File: src/shared/dfadd_pkg.sv
// constants, types and states for the double-precision float add block
// ----------------------------------------------------------------------
// Operation
// - result high fraction in result-high, low in result-low, low char 27 below
// - addressed operand: word Y to memory-operand, word Y+1 to backup-operand
// - second word: fraction only; sign from first, characteristic first minus 27
// - implied operand: result-low sign and characteristic derived from result-high
// - binary point left of bit 9; fraction occupies bits 9-35
// - scratch register overwritten as temporary storage every instruction
// - overlap inhibited during E and L cycles while backup register busy
// - step 0 puts larger operand in scratch/memory-operand, smaller in results
// - end of first L0 sets trigger 1 and advances sequencer to step 1
// - difference over octal 77 with normalized larger operand ends early
// - pre-normalize shifts result-low bit 35 into result-high bit 9 only
// - first add uses two's complement when signs differ
// - first add copies result-low fraction, then exchanges result-high and operand
// - step 2 exchanges scratch and operand fractions, sets trigger 2
// - step 3 adds step-2 bit-9 carry into bit 35 of second add
// - true second add goes to trigger 4, or 5 when no normalization
// - complement add with carry is true form, zero-checked, trigger 4
// - complement add without carry: trigger 6 negates operand, sets 7 and 3
// - trigger 7 moves operand to result-low, complements result-high with carry
// - sequencer modifies triggers 1-7 except trigger 4
// - normalized add: larger operand sign, always normalized, bounded L cycles
// - raw add skips normalization, result may be unnormal
// ----------------------------------------------------------------------
package dfadd_pkg;

    // word layout: bit index = 35 - documented bit number
    localparam int WORD_W    = 36;
    localparam int FRAC_W    = 27;
    localparam int SIGN_POS  = 35;
    localparam int CHAR_HI   = 34;
    localparam int CHAR_LO   = 27;
    localparam int FRAC_MSB  = 26;
    localparam int MEM_AW    = 15;

    localparam logic [7:0]  LOW_CHAR_GAP  = 8'h1B;
    localparam logic [7:0]  FAR_DIFF_MAX  = 8'h3F;
    localparam logic [35:0] WORD_RST      = 36'h0;
    localparam logic [9:0]  EXP_RST       = 10'h000;
    localparam logic [9:0]  EXP_MAX       = 10'h0FF;

    // register byte offsets
    localparam logic [7:0] CTRL_OFF    = 8'h00;
    localparam logic [7:0] STATUS_OFF  = 8'h04;
    localparam logic [7:0] HIGH_LO_OFF = 8'h08;
    localparam logic [7:0] HIGH_HI_OFF = 8'h0C;
    localparam logic [7:0] LOW_LO_OFF  = 8'h10;
    localparam logic [7:0] LOW_HI_OFF  = 8'h14;
    localparam logic [7:0] MOP_LO_OFF  = 8'h18;
    localparam logic [7:0] MOP_HI_OFF  = 8'h1C;
    localparam logic [7:0] BOP_LO_OFF  = 8'h20;
    localparam logic [7:0] BOP_HI_OFF  = 8'h24;
    localparam logic [7:0] SCR_LO_OFF  = 8'h28;
    localparam logic [7:0] SCR_HI_OFF  = 8'h2C;

    // control and status fields
    localparam int CTRL_START   = 0;
    localparam int CTRL_RAW     = 1;
    localparam int CTRL_ADDR_LO = 16;
    localparam int ST_BUSY      = 0;
    localparam int ST_DONE      = 1;
    localparam int ST_OVF       = 2;
    localparam int ST_UNF       = 3;
    localparam int ST_STEP_LO   = 4;
    localparam int ST_STATE_LO  = 8;

    typedef enum logic [3:0] {
        S_IDLE    = 4'b0000,
        S_FETCH_Y = 4'b0001,
        S_FETCH_N = 4'b0010,
        S_STEP0   = 4'b0011,
        S_FACT1   = 4'b0100,
        S_FACT2   = 4'b0101,
        S_STEP2   = 4'b0110,
        S_ADD2    = 4'b0111,
        S_FACT6   = 4'b1000,
        S_FACT7   = 4'b1001,
        S_FACT4   = 4'b1010,
        S_FACT5   = 4'b1011
    } seq_state_e;

    typedef struct packed {
        logic              valid;
        logic [MEM_AW-1:0] addr;
    } mem_req_s;

    typedef struct packed {
        logic              ack;
        logic [WORD_W-1:0] data;
    } mem_rsp_s;

endpackage

File: src/logic/double_precision_float_add.sv
// double-precision float add sequencer, datapath and AHB-Lite register slave
//
// Implementation choices: the AHB-Lite register port and the address map.
`timescale 1ns/1ps
`default_nettype none

module double_precision_float_add
    import dfadd_pkg::*;
(
    input  wire logic        hclk,
    input  wire logic        hresetn,
    input  wire logic        hsel,
    input  wire logic [31:0] haddr,
    input  wire logic [1:0]  htrans,
    input  wire logic        hwrite,
    input  wire logic [2:0]  hsize,
    input  wire logic [31:0] hwdata,
    input  wire logic        hready,
    output logic             hreadyout,
    output logic             hresp,
    output logic [31:0]      hrdata,
    output mem_req_s         mem_req,
    input  wire mem_rsp_s    mem_rsp,
    output logic             overlap_inhibit,
    output logic             busy
);

    // ------------------------------------------------------------------
    // helpers
    // ------------------------------------------------------------------
    function automatic logic [26:0] frac(input logic [35:0] w);
        frac = w[FRAC_MSB:0];
    endfunction

    function automatic logic [7:0] chr(input logic [35:0] w);
        chr = w[CHAR_HI:CHAR_LO];
    endfunction

    function automatic logic [35:0] pack(input logic s, input logic [7:0] c,
                                         input logic [26:0] f);
        pack = {s, c, f};
    endfunction

    function automatic logic [27:0] add27(input logic [26:0] a,
                                          input logic [26:0] b,
                                          input logic cin);
        add27 = {1'b0, a} + {1'b0, b} + {27'h0, cin};
    endfunction

    // ------------------------------------------------------------------
    // state
    // ------------------------------------------------------------------
    seq_state_e          state_ff;
    logic [1:0]          step_ff;
    logic                raw_ff;
    logic [MEM_AW-1:0]   addr_ff;
    logic [35:0]         high_ff;
    logic [35:0]         low_ff;
    logic [35:0]         mop_ff;
    logic [35:0]         bop_ff;
    logic [35:0]         scr_ff;
    logic signed [9:0]   exp_ff;
    logic [7:0]          diff_ff;
    logic                unlike_ff;
    logic                c9_ff;
    logic                carry_ff;
    logic                sign_ff;
    logic                done_ff;
    logic                ovf_ff;
    logic                unf_ff;
    mem_req_s            mem_req_ff;
    logic                ap_wr_ff;
    logic [7:0]          ap_addr_ff;
    logic [31:0]         hrdata_ff;

    logic                ap_take;
    logic                wr_ctrl;
    logic                start;
    logic                idle;
    logic                addr_big;
    logic [7:0]          big_chr;
    logic [7:0]          sml_chr;
    logic [27:0]         sum1;
    logic [27:0]         sum2;
    logic [27:0]         neg_low;
    logic [27:0]         neg_high;
    logic                res_zero;
    logic signed [9:0]   low_exp;

    assign idle     = (state_ff == S_IDLE);
    assign ap_take  = hsel && hready && htrans[1];
    assign wr_ctrl  = ap_wr_ff && (ap_addr_ff == CTRL_OFF);
    assign start    = wr_ctrl && hwdata[CTRL_START] && idle;

    assign addr_big = (chr(mop_ff) >= chr(high_ff));
    assign big_chr  = addr_big ? chr(mop_ff) : chr(high_ff);
    assign sml_chr  = addr_big ? chr(high_ff) : chr(mop_ff);

    // first add: operand low fraction with smaller low fraction
    assign sum1     = add27(frac(mop_ff),
                            unlike_ff ? ~frac(high_ff) : frac(high_ff),
                            unlike_ff);
    // second add: high fractions plus carry kept from the first add
    assign sum2     = add27(frac(mop_ff),
                            unlike_ff ? ~frac(high_ff) : frac(high_ff),
                            c9_ff);
    assign neg_low  = add27(~frac(mop_ff), 27'h0, 1'b1);
    assign neg_high = add27(~frac(high_ff), 27'h0, carry_ff);
    assign res_zero = (frac(high_ff) == 27'h0) && (frac(low_ff) == 27'h0);
    assign low_exp  = exp_ff - $signed({2'b00, LOW_CHAR_GAP});

    // ------------------------------------------------------------------
    // sequencer and datapath
    // ------------------------------------------------------------------
    always_ff @(posedge hclk or negedge hresetn) begin
        if (!hresetn) begin
            state_ff   <= S_IDLE;
            step_ff    <= 2'b00;
            raw_ff     <= 1'b0;
            addr_ff    <= '0;
            high_ff    <= WORD_RST;
            low_ff     <= WORD_RST;
            mop_ff     <= WORD_RST;
            bop_ff     <= WORD_RST;
            scr_ff     <= WORD_RST;
            exp_ff     <= EXP_RST;
            diff_ff    <= 8'h00;
            unlike_ff  <= 1'b0;
            c9_ff      <= 1'b0;
            carry_ff   <= 1'b0;
            sign_ff    <= 1'b0;
            done_ff    <= 1'b0;
            ovf_ff     <= 1'b0;
            unf_ff     <= 1'b0;
            mem_req_ff <= '0;
        end else begin
            case (state_ff)
            S_IDLE: begin
                if (ap_wr_ff && ap_addr_ff == HIGH_LO_OFF)
                    high_ff[31:0] <= hwdata;
                if (ap_wr_ff && ap_addr_ff == HIGH_HI_OFF)
                    high_ff[35:32] <= hwdata[3:0];
                if (ap_wr_ff && ap_addr_ff == LOW_LO_OFF)
                    low_ff[31:0] <= hwdata;
                if (ap_wr_ff && ap_addr_ff == LOW_HI_OFF)
                    low_ff[35:32] <= hwdata[3:0];
                if (start) begin
                    raw_ff     <= hwdata[CTRL_RAW];
                    addr_ff    <= hwdata[CTRL_ADDR_LO +: MEM_AW];
                    done_ff    <= 1'b0;
                    ovf_ff     <= 1'b0;
                    unf_ff     <= 1'b0;
                    step_ff    <= 2'b00;
                    mem_req_ff <= '{valid: 1'b1,
                                    addr: hwdata[CTRL_ADDR_LO +: MEM_AW]};
                    state_ff   <= S_FETCH_Y;
                end
            end
            S_FETCH_Y: begin
                if (mem_rsp.ack) begin
                    mop_ff          <= mem_rsp.data;
                    mem_req_ff.addr <= addr_ff + 15'h0001;
                    state_ff        <= S_FETCH_N;
                end
            end
            S_FETCH_N: begin
                if (mem_rsp.ack) begin
                    bop_ff     <= mem_rsp.data;
                    mem_req_ff <= '0;
                    state_ff   <= S_STEP0;
                end
            end
            S_STEP0: begin
                unlike_ff <= high_ff[SIGN_POS] ^ mop_ff[SIGN_POS];
                exp_ff    <= $signed({2'b00, big_chr});
                diff_ff   <= big_chr - sml_chr;
                sign_ff   <= addr_big ? mop_ff[SIGN_POS]
                                      : high_ff[SIGN_POS];
                if (addr_big) begin
                    scr_ff  <= mop_ff;
                    // second word: own sign and characteristic ignored
                    mop_ff  <= pack(mop_ff[SIGN_POS],
                                    chr(mop_ff) - LOW_CHAR_GAP,
                                    frac(bop_ff));
                    high_ff <= pack(high_ff[SIGN_POS],
                                    chr(high_ff) - LOW_CHAR_GAP,
                                    frac(low_ff));
                    low_ff  <= high_ff;
                end else begin
                    scr_ff  <= high_ff;
                    mop_ff  <= pack(high_ff[SIGN_POS],
                                    chr(high_ff) - LOW_CHAR_GAP,
                                    frac(low_ff));
                    high_ff <= pack(mop_ff[SIGN_POS],
                                    chr(mop_ff) - LOW_CHAR_GAP,
                                    frac(bop_ff));
                    low_ff  <= mop_ff;
                end
                if ((big_chr - sml_chr) > FAR_DIFF_MAX &&
                    (addr_big ? mop_ff[FRAC_MSB]
                              : high_ff[FRAC_MSB])) begin
                    high_ff  <= addr_big ? mop_ff : high_ff;
                    low_ff   <= addr_big ? bop_ff : low_ff;
                    state_ff <= S_FACT5;
                end else begin
                    step_ff  <= 2'b01;
                    state_ff <= S_FACT1;
                end
            end
            S_FACT1: begin
                if (diff_ff != 8'h00) begin
                    // low bit of the low part feeds the high part only
                    high_ff[FRAC_MSB:0] <= {low_ff[0],
                                            high_ff[FRAC_MSB:1]};
                    low_ff[FRAC_MSB:0]  <= {1'b0,
                                            low_ff[FRAC_MSB:1]};
                    diff_ff <= diff_ff - 8'h01;
                end else begin
                    state_ff <= S_FACT2;
                end
            end
            S_FACT2: begin
                c9_ff               <= sum1[27];
                high_ff[FRAC_MSB:0] <= frac(low_ff);
                mop_ff[FRAC_MSB:0]  <= sum1[26:0];
                step_ff             <= 2'b10;
                state_ff            <= S_STEP2;
            end
            S_STEP2: begin
                scr_ff[FRAC_MSB:0] <= frac(mop_ff);
                mop_ff[FRAC_MSB:0] <= frac(scr_ff);
                step_ff            <= 2'b11;
                state_ff           <= S_ADD2;
            end
            S_ADD2: begin
                if (!unlike_ff) begin
                    if (sum2[27]) begin
                        high_ff[FRAC_MSB:0] <= {1'b1, sum2[26:1]};
                        low_ff[FRAC_MSB:0]  <= {sum2[0],
                                                scr_ff[FRAC_MSB:1]};
                        exp_ff <= exp_ff + 10'sd1;
                    end else begin
                        high_ff[FRAC_MSB:0] <= sum2[26:0];
                        low_ff[FRAC_MSB:0]  <= frac(scr_ff);
                    end
                    state_ff <= raw_ff ? S_FACT5 : S_FACT4;
                end else if (sum2[27]) begin
                    high_ff[FRAC_MSB:0] <= sum2[26:0];
                    low_ff[FRAC_MSB:0]  <= frac(scr_ff);
                    state_ff <= raw_ff ? S_FACT5 : S_FACT4;
                end else begin
                    high_ff[FRAC_MSB:0] <= sum2[26:0];
                    mop_ff[FRAC_MSB:0]  <= frac(scr_ff);
                    state_ff            <= S_FACT6;
                end
            end
            S_FACT6: begin
                mop_ff[FRAC_MSB:0] <= neg_low[26:0];
                carry_ff           <= neg_low[27];
                state_ff           <= S_FACT7;
            end
            S_FACT7: begin
                low_ff[FRAC_MSB:0]  <= frac(mop_ff);
                high_ff[FRAC_MSB:0] <= neg_high[26:0];
                sign_ff             <= ~sign_ff;
                state_ff <= raw_ff ? S_FACT5 : S_FACT4;
            end
            S_FACT4: begin
                // normalization shared with single precision
                if (res_zero || high_ff[FRAC_MSB]) begin
                    state_ff <= S_FACT5;
                end else begin
                    high_ff[FRAC_MSB:0] <= {high_ff[FRAC_MSB-1:0],
                                            low_ff[FRAC_MSB]};
                    low_ff[FRAC_MSB:0]  <= {low_ff[FRAC_MSB-1:0],
                                            1'b0};
                    exp_ff <= exp_ff - 10'sd1;
                end
            end
            S_FACT5: begin
                if (res_zero && !raw_ff) begin
                    high_ff <= pack(sign_ff, 8'h00, 27'h0);
                    low_ff  <= pack(sign_ff, 8'h00, 27'h0);
                end else begin
                    high_ff <= pack(sign_ff, exp_ff[7:0],
                                    frac(high_ff));
                    low_ff  <= pack(sign_ff, low_exp[7:0],
                                    frac(low_ff));
                    ovf_ff  <= (exp_ff > $signed(EXP_MAX));
                    unf_ff  <= (exp_ff < 10'sd0);
                end
                done_ff  <= 1'b1;
                step_ff  <= 2'b00;
                state_ff <= S_IDLE;
            end
            default: begin
                state_ff <= S_IDLE;
            end
            endcase
        end
    end

    // ------------------------------------------------------------------
    // AHB-Lite slave
    // ------------------------------------------------------------------
    function automatic logic [31:0] reg_read(input logic [7:0] a);
        logic [31:0] st;
        st = 32'h0;
        st[ST_BUSY]                 = !idle;
        st[ST_DONE]                 = done_ff;
        st[ST_OVF]                  = ovf_ff;
        st[ST_UNF]                  = unf_ff;
        st[ST_STEP_LO +: 2]         = step_ff;
        st[ST_STATE_LO +: 4]        = state_ff;
        case (a)
        CTRL_OFF:    reg_read = {1'b0, addr_ff, 14'h0, raw_ff, 1'b0};
        STATUS_OFF:  reg_read = st;
        HIGH_LO_OFF: reg_read = high_ff[31:0];
        HIGH_HI_OFF: reg_read = {28'h0, high_ff[35:32]};
        LOW_LO_OFF:  reg_read = low_ff[31:0];
        LOW_HI_OFF:  reg_read = {28'h0, low_ff[35:32]};
        MOP_LO_OFF:  reg_read = mop_ff[31:0];
        MOP_HI_OFF:  reg_read = {28'h0, mop_ff[35:32]};
        BOP_LO_OFF:  reg_read = bop_ff[31:0];
        BOP_HI_OFF:  reg_read = {28'h0, bop_ff[35:32]};
        SCR_LO_OFF:  reg_read = scr_ff[31:0];
        SCR_HI_OFF:  reg_read = {28'h0, scr_ff[35:32]};
        default:     reg_read = 32'h0;
        endcase
    endfunction

    always_ff @(posedge hclk or negedge hresetn) begin
        if (!hresetn) begin
            ap_wr_ff   <= 1'b0;
            ap_addr_ff <= 8'h00;
            hrdata_ff  <= 32'h0;
        end else begin
            ap_wr_ff <= ap_take && hwrite;
            if (ap_take) begin
                ap_addr_ff <= haddr[7:0];
                if (!hwrite)
                    hrdata_ff <= (haddr[31:8] == 24'h0)
                                 ? reg_read(haddr[7:0]) : 32'h0;
            end
        end
    end

    assign hreadyout       = 1'b1;
    assign hresp           = 1'b0;
    assign hrdata          = hrdata_ff;
    assign mem_req         = mem_req_ff;
    assign busy            = !idle;
    assign overlap_inhibit = !idle;

endmodule

`default_nettype wire

File: config.mk
export PLATFORM = sky130hd
export DESIGN_NAME = double_precision_float_add
export DESIGN_NICKNAME = d
export VERILOG_FILES = /design/src/shared/dfadd_pkg.sv /design/src/logic/double_precision_float_add.sv
export SDC_FILE = /design/constraint.sdc
export NUM_CORES = 1
export LEC_CHECK = 0
export BUFFER_PORTS_ARGS = -buffer_cell sky130_fd_sc_hd__buf_4
export CELL_PAD_IN_SITES_DETAIL_PLACEMENT = 1
export CELL_PAD_IN_SITES_GLOBAL_PLACEMENT = 1
export CORE_AREA = 8 8 244 246
export CTS_BUF_LIST = sky130_fd_sc_hd__clkbuf_4
export CTS_CLUSTER_DIAMETER = 150
export DETAILED_ROUTE_END_ITERATION = 6
export DIE_AREA = 0 0 252 254
export GPL_TIMING_DRIVEN = 0
export PLACE_DENSITY_LB_ADDON = 0.1
export SLEW_MARGIN = 20
export SYNTH_ARGS = -nofsm -noshare
export SYNTH_HDL_FRONTEND = slang
export SYNTH_SLANG_ARGS = --single-unit
File: constraint.sdc
create_clock -name hclk -period 5.3 [get_ports hclk]
set_input_delay 0.265 -clock hclk [delete_from_list [all_inputs] [get_ports hclk]]
set_output_delay 0.265 -clock hclk [all_outputs]
set_load 0.03 [all_outputs]
## Yosys cells after proc, flatten, opt, wreduce, memory -nomap -nowiden

Cells that the tools add are included.

- Flip-flop bits (word level): 284

- Add/sub/neg operators: 13
- Equal/unequal tests: 48
- Multiplexer cells: 70
- Bitwise operators: 5
- Reductions and logical operators: 57
- Order comparisons: 4

Operators by type and width:

| kind | count |
|---|---|
| 32-bit one-hot mux with 12 select lines | 1 |
| 27-bit 2-to-1 mux | 12 |
| 36-bit 2-to-1 mux | 8 |
| 27-bit one-hot mux with 8 select lines | 1 |
| 27-bit one-hot mux with 7 select lines | 1 |
| 27-bit one-hot mux with 6 select lines | 1 |
| 32-bit 2-to-1 mux | 3 |
| 35-bit 2-to-1 mux | 2 |
| 28-bit by 1-bit adder with 28-bit output | 2 |
| 27-bit zero test | 2 |
| 27-bit inverter | 2 |
| 27-bit one-hot mux with 2 select lines | 1 |
| 9-bit one-hot mux with 3 select lines | 2 |
| 8-bit by 5-bit equality test with 1-bit output, second input constant | 6 |
| 15-bit one-hot mux with 3 select lines | 1 |
| 4-bit one-hot mux with 11 select lines | 1 |
| 8-bit by 4-bit equality test with 1-bit output, second input constant | 4 |
| 8-bit by 6-bit equality test with 1-bit output, second input constant | 4 |
| 16-bit 2-to-1 mux | 2 |
| 4-bit 2-to-1 mux | 8 |
| 10-bit 2-to-1 mux | 3 |
| 2-bit inequality test, second input constant | 15 |
| 10-bit one-hot mux with 3 select lines | 1 |
| 27-bit by 1-bit adder with 28-bit output, second input constant | 1 |
| other kinds (47) | 113 |

## Longest topological paths before layout

Gate-level depths: netlist of run 1.

- Word-level depth: 7
- Gate-level depth with buffers: 22
- Gate-level depth less buffers: 17

## Worst setup path before layout of run 1

Ideal clock, no wire load.

- Kind: register to register
- From: register unlike_ff
- To: register high_ff[0]
- Stages on the path, launching flop included: 22
- Data arrival time: 5251 ps
- Setup slack: -83 ps
- Period minus slack after synthesis: 5383 ps
- Path through: dfrtp_1 -> clkbuf_1 -> clkbuf_1 -> clkbuf_1 -> xor2_1 -> ha_1 -> inv_1 -> fa_1 -> nand2b_1 -> a21oi_1 -> nor3_2 -> o211a_1 -> nor3_1 -> nand2_1 -> nor3_2 -> and4b_1 -> buf_4 -> mux2i_4 -> buf_4 -> buf_2 -> mux2i_1 -> o21ai_1

- Cells in the longest elaborated chain, start to end: 6

Ends and longest elaborated chain:

| what | line | RTL |
|---|---|---|
| start: declaration | double_precision_float_add.sv:64 | `logic unlike_ff;` |
| start signal: assignment | double_precision_float_add.sv:174 | `unlike_ff <= high_ff[SIGN_POS] ^ mop_ff[SIGN_POS];` |
| 27-bit 2-to-1 mux | double_precision_float_add.sv:105 | `unlike_ff ? ~frac(high_ff) : frac(high_ff),` |
| 27-bit by 27-bit adder with 28-bit output | double_precision_float_add.sv:47 | `add27 = {1'b0, a} + {1'b0, b} + {27'h0, cin};` |
| 28-bit by 1-bit adder with 28-bit output | double_precision_float_add.sv:47 |  |
| 27-bit 2-to-1 mux | double_precision_float_add.sv:237 | `if (sum2[27]) begin` |
| 27-bit 2-to-1 mux * | double_precision_float_add.sv:236 | `if (!unlike_ff) begin` |
| 27-bit one-hot mux with 8 select lines * | double_precision_float_add.sv:137 | `case (state_ff)` |
| end signal: assignment | double_precision_float_add.sv:140 | `high_ff[31:0] <= hwdata;` |
| end signal: indexed assignment | double_precision_float_add.sv:238 | `high_ff[FRAC_MSB:0] <= {1'b1, sum2[26:1]};` |
| end signal: indexed assignment | double_precision_float_add.sv:243 | `high_ff[FRAC_MSB:0] <= sum2[26:0];` |
| end: declaration | double_precision_float_add.sv:57 | `logic [35:0] high_ff;` |

Mark *: on every way between the ends. The rest lies on a longest branch, timed or not.
A chain may end at the register's enable or synchronous reset.

## Final worst setup path of run 1

- From: register mop_ff[27]
- To: register high_ff[10]

- Cells in the longest elaborated chain, start to end: 7
- Elaborated cells between the ends (all ways): 11

Ends and longest elaborated chain:

| what | line | RTL |
|---|---|---|
| start: declaration | double_precision_float_add.sv:59 | `logic [35:0] mop_ff;` |
| start signal: assignment | double_precision_float_add.sv:161 | `mop_ff <= mem_rsp.data;` |
| start signal: assignment | double_precision_float_add.sv:182 | `mop_ff <= pack(mop_ff[SIGN_POS],` |
| start signal: assignment | double_precision_float_add.sv:191 | `mop_ff <= pack(high_ff[SIGN_POS],` |
| 8-bit >= comparator | double_precision_float_add.sv:95 | `assign addr_big = (chr(mop_ff) >= chr(high_ff));` |
| 8-bit 2-to-1 mux, on equally long branches | double_precision_float_add.sv:96, double_precision_float_add.sv:97 |  |
| 8-bit subtractor | double_precision_float_add.sv:199 | `if ((big_chr - sml_chr) > FAR_DIFF_MAX &&` |
| 8-bit by 6-bit greater-than comparator with 1-bit output | double_precision_float_add.sv:199 |  |
| 1-bit logical AND | double_precision_float_add.sv:199 |  |
| 36-bit 2-to-1 mux * | double_precision_float_add.sv:199 |  |
| 27-bit one-hot mux with 8 select lines * | double_precision_float_add.sv:137 |  |
| end signal: assignment | double_precision_float_add.sv:140 |  |
| end signal: assignment | double_precision_float_add.sv:202 | `high_ff <= addr_big ? mop_ff : high_ff;` |
| end signal: indexed assignment | double_precision_float_add.sv:213 | `high_ff[FRAC_MSB:0] <= {low_ff[0],` |

Mark *: on every way between the ends. The rest lies on a longest branch, timed or not. The select of a mux whose other input is x is not followed.

==> out/summary.md, run 1 <==
For the max-capacitance violation count, the log shows 0. The run gives 29488 as the number of global-route vias before repair. The run finished, with violations left. A synthesized cell averages 7.878 um^2.

After detailed routing, the number of vias per cell comes to 7.091. The total via count in the routed design was 29491; the aggregate global-route resource usage was 0.4485. After floorplanning, the core was divided into 87 placement rows.

Yosys mapped a number of flops with a built-in enable equal to 0. Once detail routing completed, the nets flagged for antenna violations numbered 0. The number of placed cells counting well taps was 3908; the final clock period utilization by the worst path was 0.9929.

TritonCTS built the clock tree. The number of buffers and inverters on the critical path was 4. The family with the most delay on the worst path was buffers and inverters.

After the last flow step, the layout net total stands at 3505. For this run, the leading register cell type out of synthesis is sky130_fd_sc_hd__dfrtp_1. Slowest cell on the critical path: sky130_fd_sc_hd__clkbuf_1. The starting density of the core was 0.4227; the height of the die was 254 um. Sequential-to-total area share from yosys stat: 0.3017.

The worst hold path terminates at ap_addr_ff[2]. The CTS H-tree depth was 3. sky130_fd_sc_hd__nand2_1 is the most common cell in the netlist. The final weighted congestion in routability-driven placement was 1.058; the count of routing violations after the opening detailed-route iteration was 4521. In this run, distinct cell masters in the synthesized netlist total 96. During synthesis, Yosys emitted a total of 0 warnings. After synthesis, the cell types taking the most area are sky130_fd_sc_hd__dfrtp_1 30%, sky130_fd_sc_hd__nand2_1 7.0%, sky130_fd_sc_hd__o21ai_0 5.7%. The checks that failed: DRC. Setup violations remaining at the end of the flow were counted as 0. The tools report the buffer cell driving the clock tree root as sky130_fd_sc_hd__clkbuf_4. Later-pin clock latency in the skew report: 0.94 ns. Walking the worst path, the cells encountered are inv_1, ha_1, nand2b_1, a2111oi_2, o31a_1, clkbuf_2, clkbuf_1, clkbuf_1, nand2_1, a21oi_1, o221ai_1, nand2_1. The startpoint identified for the worst register-to-register timing path is mop_ff[27]. Hold path startpoint: hready.

The clock edge transition at the registers on the reported setup and hold paths was 0.07 ns. The async set or reset register ratio after synthesis is 1.000. Static timing analysis puts the maximum clock frequency at 0.1900 GHz. After legalization and detailed placement, the total HPWL measured 108700 um.

The post-layout utilization of the core is 0.5101, and the sink count of the clock tree is 284. The synthesized flop and latch total was 284; the area of the core was 0.05573 mm^2. The first global-routing pass estimated 210300 um of wire. Clock skew on the completed layout was measured at 0.08363 ns.

At the worst endpoint, the required time is 6.11 ns. 163 I/O pins were placed. The share of Yosys cell area claimed by the top area cell type was 0.3017.

At the pin with the least slew margin, the transition time is 1.343 ns. The count of buffers added on input and output ports is 156. The netlist area before placement was 0.02356 mm^2.

For the hold violation total from the final report, the log shows 0. The logs give 0.1047 for the worst max-slew margin expressed relative to the limit and 2990 for the synthesized instance count. The die area is 0.06401 mm^2. Ratio of cells with drive above 1 in the final layout: 0.1661.

Routed wirelength normalized by instance count: 35.71 um. Clock tree synthesis inserted a total of 88 buffers. The tools report the first element of the critical path as mop_ff[27].

For this block, the routed nets add up to 148500 um of wire. For this run, design rule violations remaining after detail routing come to 30. STA puts the critical path data arrival time at 6.08 ns. STA classifies the critical path startpoint as a flip-flop. Counting instances, the worst hold path has a depth of 3.

The clock period minus final worst setup slack was 5.262 ns; the worst-case clock buffer depth was 3. In the synthesized netlist, the cells that appear most often are 437 x sky130_fd_sc_hd__nand2_1, 284 x sky130_fd_sc_hd__dfrtp_1, 267 x sky130_fd_sc_hd__o21ai_0, 228 x sky130_fd_sc_hd__clkbuf_1, 207 x sky130_fd_sc_hd__nor2_1. The area growth from synthesis to layout is 20.70%. The end of the worst register-to-register path is high_ff[10]. In this run the worst hold path is classified as input pin to flip-flop.

The pre-antenna-repair detailed-routing pass consisted of 7 iterations. Worst setup path category: flip-flop to flip-flop. Of all nets on the critical path, the largest fanout is 11. Nature of the critical path endpoint: a flip-flop. The number of pins with negative max-slew slack in the final report was 0; the remaining global-route overflow was 0. The number of cell instances on the worst register-to-register path is 12.

The count of cells in the finished layout, fillers not included, comes to 4159. Hold timing on the final database bottoms out at a slack of 0.05443 ns. The synthesized net count is 3162. Slack of the worst reg-to-reg path: 0.04 ns.

Entering global routing, the biggest net connects 70 pins. The leading area contributor after synthesis is sky130_fd_sc_hd__dfrtp_1. The die width came out at 252 um.

The number of antenna violations at the first check in global routing is 10, and the worst stage delay on the critical path is 0.95 ns.
==> tightest hold or removal path, delay by kind of cell <==
family / cells / cell delay, ns
simple gates: 1 / 0.33
mux: 1 / 0.23
buf+inv: 1 / 0.11
==> sequential cells by signal, summed over array words and instances (netlist names), 2 cells and up <==
signal	flops
addr_ff	15
ap_addr_ff	8
bop_ff	36
diff_ff	8
exp_ff	10
high_ff	36
hrdata	32
low_ff	36
mem_req	16
mop_ff	36
scr_ff	36
state_ff	4
step_ff	2
==> kinds of logic after synthesis <==
group                    Yosys count  share of synthesized area
AO/OA/AOI/OAI                    974                     0.2766
XOR/XNOR                         182                    0.06894
adder cells (fa/ha/maj)           62                    0.03346
buffers and inverters            373                    0.06225
flip-flops                       284                     0.3017
multiplexers                     169                    0.07728
other                              2                  0.0003188
AND/OR/NAND/NOR                  944                     0.1794
==> worst max path at each step <==
stage,endpoint,depth (start not counted)
after CTS,exp_ff[3],20
final,high_ff[10],12
after global routing,exp_ff[3],18
after detailed placement,mop_ff[23],20
after floorplan,high_ff[0],21
after global placement,mop_ff[22],20
==> metal layers <==
metal | global-route usage | routed length (um)
met5 | 0 | 117
met4 | 0.2939 | 11530
met3 | 0.1666 | 20080
met2 | 0.6502 | 61190
met1 | 0.5543 | 55610
==> metrics by stage <==
stage | setup WS (ns) | cell area (um^2) | setup TNS [ns]
CTS | 0.01711 | 28260 | 0
floorplan | 0.04943 | 23560 | 0
detailed placement | -3.107 | 25860 | -256.85
finish | 0.03764 | 28430 | 0
global placement | -3.026 | 25670 | -247.59
global route | -0.004926 | 28420 | -0.004926
==> final cells by class <==
class	instances	area, um^2
Timing Repair Buffer	269	2396
Fill cell	6886	27300
Buffer	258	1176
Tap cell	756	945.9
Multi-Input combinational cell	2334	15330
Inverter	98	367.9
Antenna cell	7	17.52
Sequential cell	284	7113
Clock inverter	24	121.4
Clock buffer	129	968.4
==> layout by cell type (no fill, tap or decap), drive strengths merged, types with 83 or more instances in the layout <==
| cell type | Yosys | final |
|---|---|---|
| o21ai | 303 | 304 |
| dfrtp | 284 | 284 |
| a222oi | 95 | 95 |
| inv | 98 | 101 |
| nand2 | 437 | 437 |
| a22oi | 83 | 83 |
| xor2 | 97 | 97 |
| mux2i | 91 | 91 |
| a21oi | 198 | 198 |
| buf | 46 | 230 |
| nor2 | 207 | 207 |
| clkbuf | 229 | 343 |
| xnor2 | 85 | 85 |
==> what timing repair did <==
item / CTS / global route
setup endpoints to repair: 121 / 107
setup buffers: 16 / 9
gates cloned: 1 / 0
hold endpoints to repair: 442 / 0
gates resized for setup: 90 / 37
hold buffers: 82 / 0
pin swaps: 7 / 6
Power of run 1 is not shown: default switching activity piles up to over one toggle a cycle in this logic, so the estimate is an artifact.
==> run 2: changes to the inputs <==
Settings changed: CORE_AREA 8 8 244 246 to 2 2 238 240, DIE_AREA 0 0 252 254 to 0 0 240 242.
==> out/summary.md, run 2 (same netlist as run 1, synthesis figures left out) <==
The flow ran to the end, but the final reports show violations. The checks that failed: DRC, setup timing. Across the run, the number of max-cap violations was 0. The starting density of the core was 0.4227. In this run the deepest clock path goes through 3 buffers.

During I/O placement, the number of pins put on the boundary was 163. The number of antenna violations at the first check in global routing is 10, and the worst clock skew on the final layout is 0.1096 ns. The residual antenna-violating net count after detailed routing came out at 0. The routed design could run at a clock period as short as 5.392 ns. Of all nets on the critical path, the largest fanout is 8. Slowest cell on the critical path: sky130_fd_sc_hd__dfrtp_4.

The run gives 0 as the remaining global-route overflow. The tools report the total area of sequential cells as 0.007112 mm^2. The worst setup path is captured at a flip-flop. TritonCTS built the clock tree. The class of the most critical hold timing path was input pin to flip-flop.

The worst max-slew margin expressed relative to the limit was 0.04031; the clock edge transition at the registers on the reported setup and hold paths was 0.07 ns. The cell with the most instances on the worst path is sky130_fd_sc_hd__buf_4. The tools report the number of global-route vias before repair as 29682. Pin slew with the least headroom to its limit: 1.430 ns.

The global routing met1 resource utilization is 0.6366, and the number of pins with negative max-slew slack in the final report is 0. The floorplan step defined a die boundary enclosing 0.05808 mm^2. Arrival time reported for the critical path endpoint: 6.27 ns. Derived from the worst setup path, the maximum achievable clock frequency is 0.1855 GHz. The buffer cell driving the clock tree root is sky130_fd_sc_hd__clkbuf_4.

The first global-routing pass estimated 212800 um of wire. Aggregate global-route resource usage: 0.5091. The run gives 0.05573 mm^2 as the area of the core.

Post-layout utilization of the core: 0.5219. STA classifies the critical path startpoint as a flip-flop. Setup slack on the worst reg-to-reg path comes out at -0.09 ns. The layout has 6797 filler cells. CTS buffer count: 89. During placement, the flow inserted port buffers numbering 156. The tools report the later-pin clock latency in the skew report as 0.97 ns. The number of nets in the layout is 3535. The detailed-route vias per instance was 7.159; the number of cell rows was 87.

The routed wirelength normalized by instance count is 36.43 um, and the count of routing violations after the opening detailed-route iteration is 4963. The largest single stage delay on the critical path is 0.61 ns. The ratio of cells with drive above 1 in the final layout came out at 0.1800. For this run, the detailed router's first-pass iteration total came to 7.

The logs give 0.7197 for the global routing usage on met2 and 152500 um for the final wirelength. At the end of routability-driven placement, the weighted congestion stood at 1.049. The sink count of the clock tree is 284, and the area added between synthesis and finish is 23.48%. The die is 240 um wide. The multi-input combinational cells in the finished layout cover a total of 0.01563 mm^2. The critical path required time was 6.18 ns.

The fraction of met3 tracks used by global routing is 0.1986, and the height of the die is 242 um. In this run the number of H-tree levels came out at 3. Traced cell by cell, the critical path runs through clkbuf_16, buf_6, xor2_2, ha_1, o211ai_1, buf_4, a21oi_4, buf_12, nor3_4, buf_4, o211a_4, and4bb_1, nand2_1, nor3_2, and4b_2, buf_8, buf_12, xor2_4, buf_4, nor3_4, a2bb2oi_1, a21oi_1. The library cell used most frequently in the layout, excluding fill and tap cells, is sky130_fd_sc_hd__nand2_1. For the count of final setup violators, the log shows 38. For the hold violation total from the final report, the log shows 0. Layer with the highest usage: met2.

The top cell types in the final layout, fill and taps aside, are 436 x sky130_fd_sc_hd__nand2_1, 282 x sky130_fd_sc_hd__dfrtp_1, 257 x sky130_fd_sc_hd__o21ai_0, 199 x sky130_fd_sc_hd__nor2_1, 199 x sky130_fd_sc_hd__buf_4. The HPWL after detailed placement was 108300 um; the final clock period utilization by the worst path was 1.017. After detailed routing, the number of remaining DRC violations is 25.

Entering global routing, the biggest net connects 97 pins. Setup repair after global routing could not meet its margin everywhere. The run gives -0.09216 ns as the worst path setup slack after routing. Worst setup path category: flip-flop to flip-flop.

Summing over every cut layer, the via total after detailed routing is 29975.
[run 2: cell types whose count changed in the layout (fill, tap and decap cells not counted), sizes merged]
cell	before	now
buf	230	259
bufinv	0	1
clkbuf	343	325
clkinv	19	39
diode	7	3
inv	101	100
mux2	78	79
[run 2: path summary, 6_finish.rpt]
| check | startpoint | end | cells after the start |
|---|---|---|---|
| setup / recovery | unlike_ff | high_ff[22] | 22 |
| hold / removal | hready | ap_addr_ff[5] | 3 |
| setup reg to reg | unlike_ff | high_ff[22] | 22 |
| hold reg to reg | hrdata[6] | hrdata[6] | 1 |
| max in group asynchronous | hresetn | high_ff[18] | 5 |
| min in group asynchronous | hresetn | bop_ff[5] | 4 |
[run 2: routing by layer]
metal  vias to the layer above  part of all wire
met1                     14852              0.37
li1                      11784                 -
met3                       740              0.14
met2                      2583              0.41
met5                         -           0.00098
met4                        16             0.083
[run 2: through the flow]
stage | hold slack, ns | TNS, ns | instance area [um^2] | worst slack (ns) | instances
after floorplan | -0.03059 | 0 | 23560 | 0.04943 | 2990
after global placement | 0.4613 | -283.56 | 25670 | -3.391 | 3902
after detailed placement | 0.2833 | -297.46 | 25860 | -3.542 | 3909
after CTS | 0.0006907 | 0 | 28380 | 0.009246 | 4162
after global routing | 0.07531 | -3.156 | 29090 | -0.1091 | 4187
final | 0.03625 | -1.242 | 29090 | -0.09216 | 4187
[run 2: what timing repair did]
item | in CTS | in global routing
hold buffers | 82 | 0
endpoints found under the setup margin | 122 | 108
resized for setup | 111 | 120
setup buffers | 19 | 27
pin swaps | 10 | 43
gates cloned | 1 | 3
endpoints found under the hold margin | 417 | 0
[run 2: critical path: cells and delay by family (launching register included)]
family                     cells  cell delay [ns]
xor gates and xnor gates       2             0.23
buffers and inverters          8             1.34
DFF                            1             0.61
AOI/OAI and AO/OA              5             0.85
and+or+nand+nor                6             1.92
adders and majority gates      1             0.37
[run 2: final cells by class]
| class | instances | share of cell area |
|---|---|---|
| inverter | 98 | 0.01265 |
| multi-input combinational | 2335 | 0.5374 |
| tap | 756 | 0.03252 |
| timing repair buffer | 292 | 0.09094 |
| buffer | 263 | 0.04461 |
| sequential | 284 | 0.2445 |
| clock buffer | 112 | 0.02891 |
| antenna | 3 | 0.0002581 |
| clock inverter | 44 | 0.008173 |
Power of run 2 is left out for the same reason.
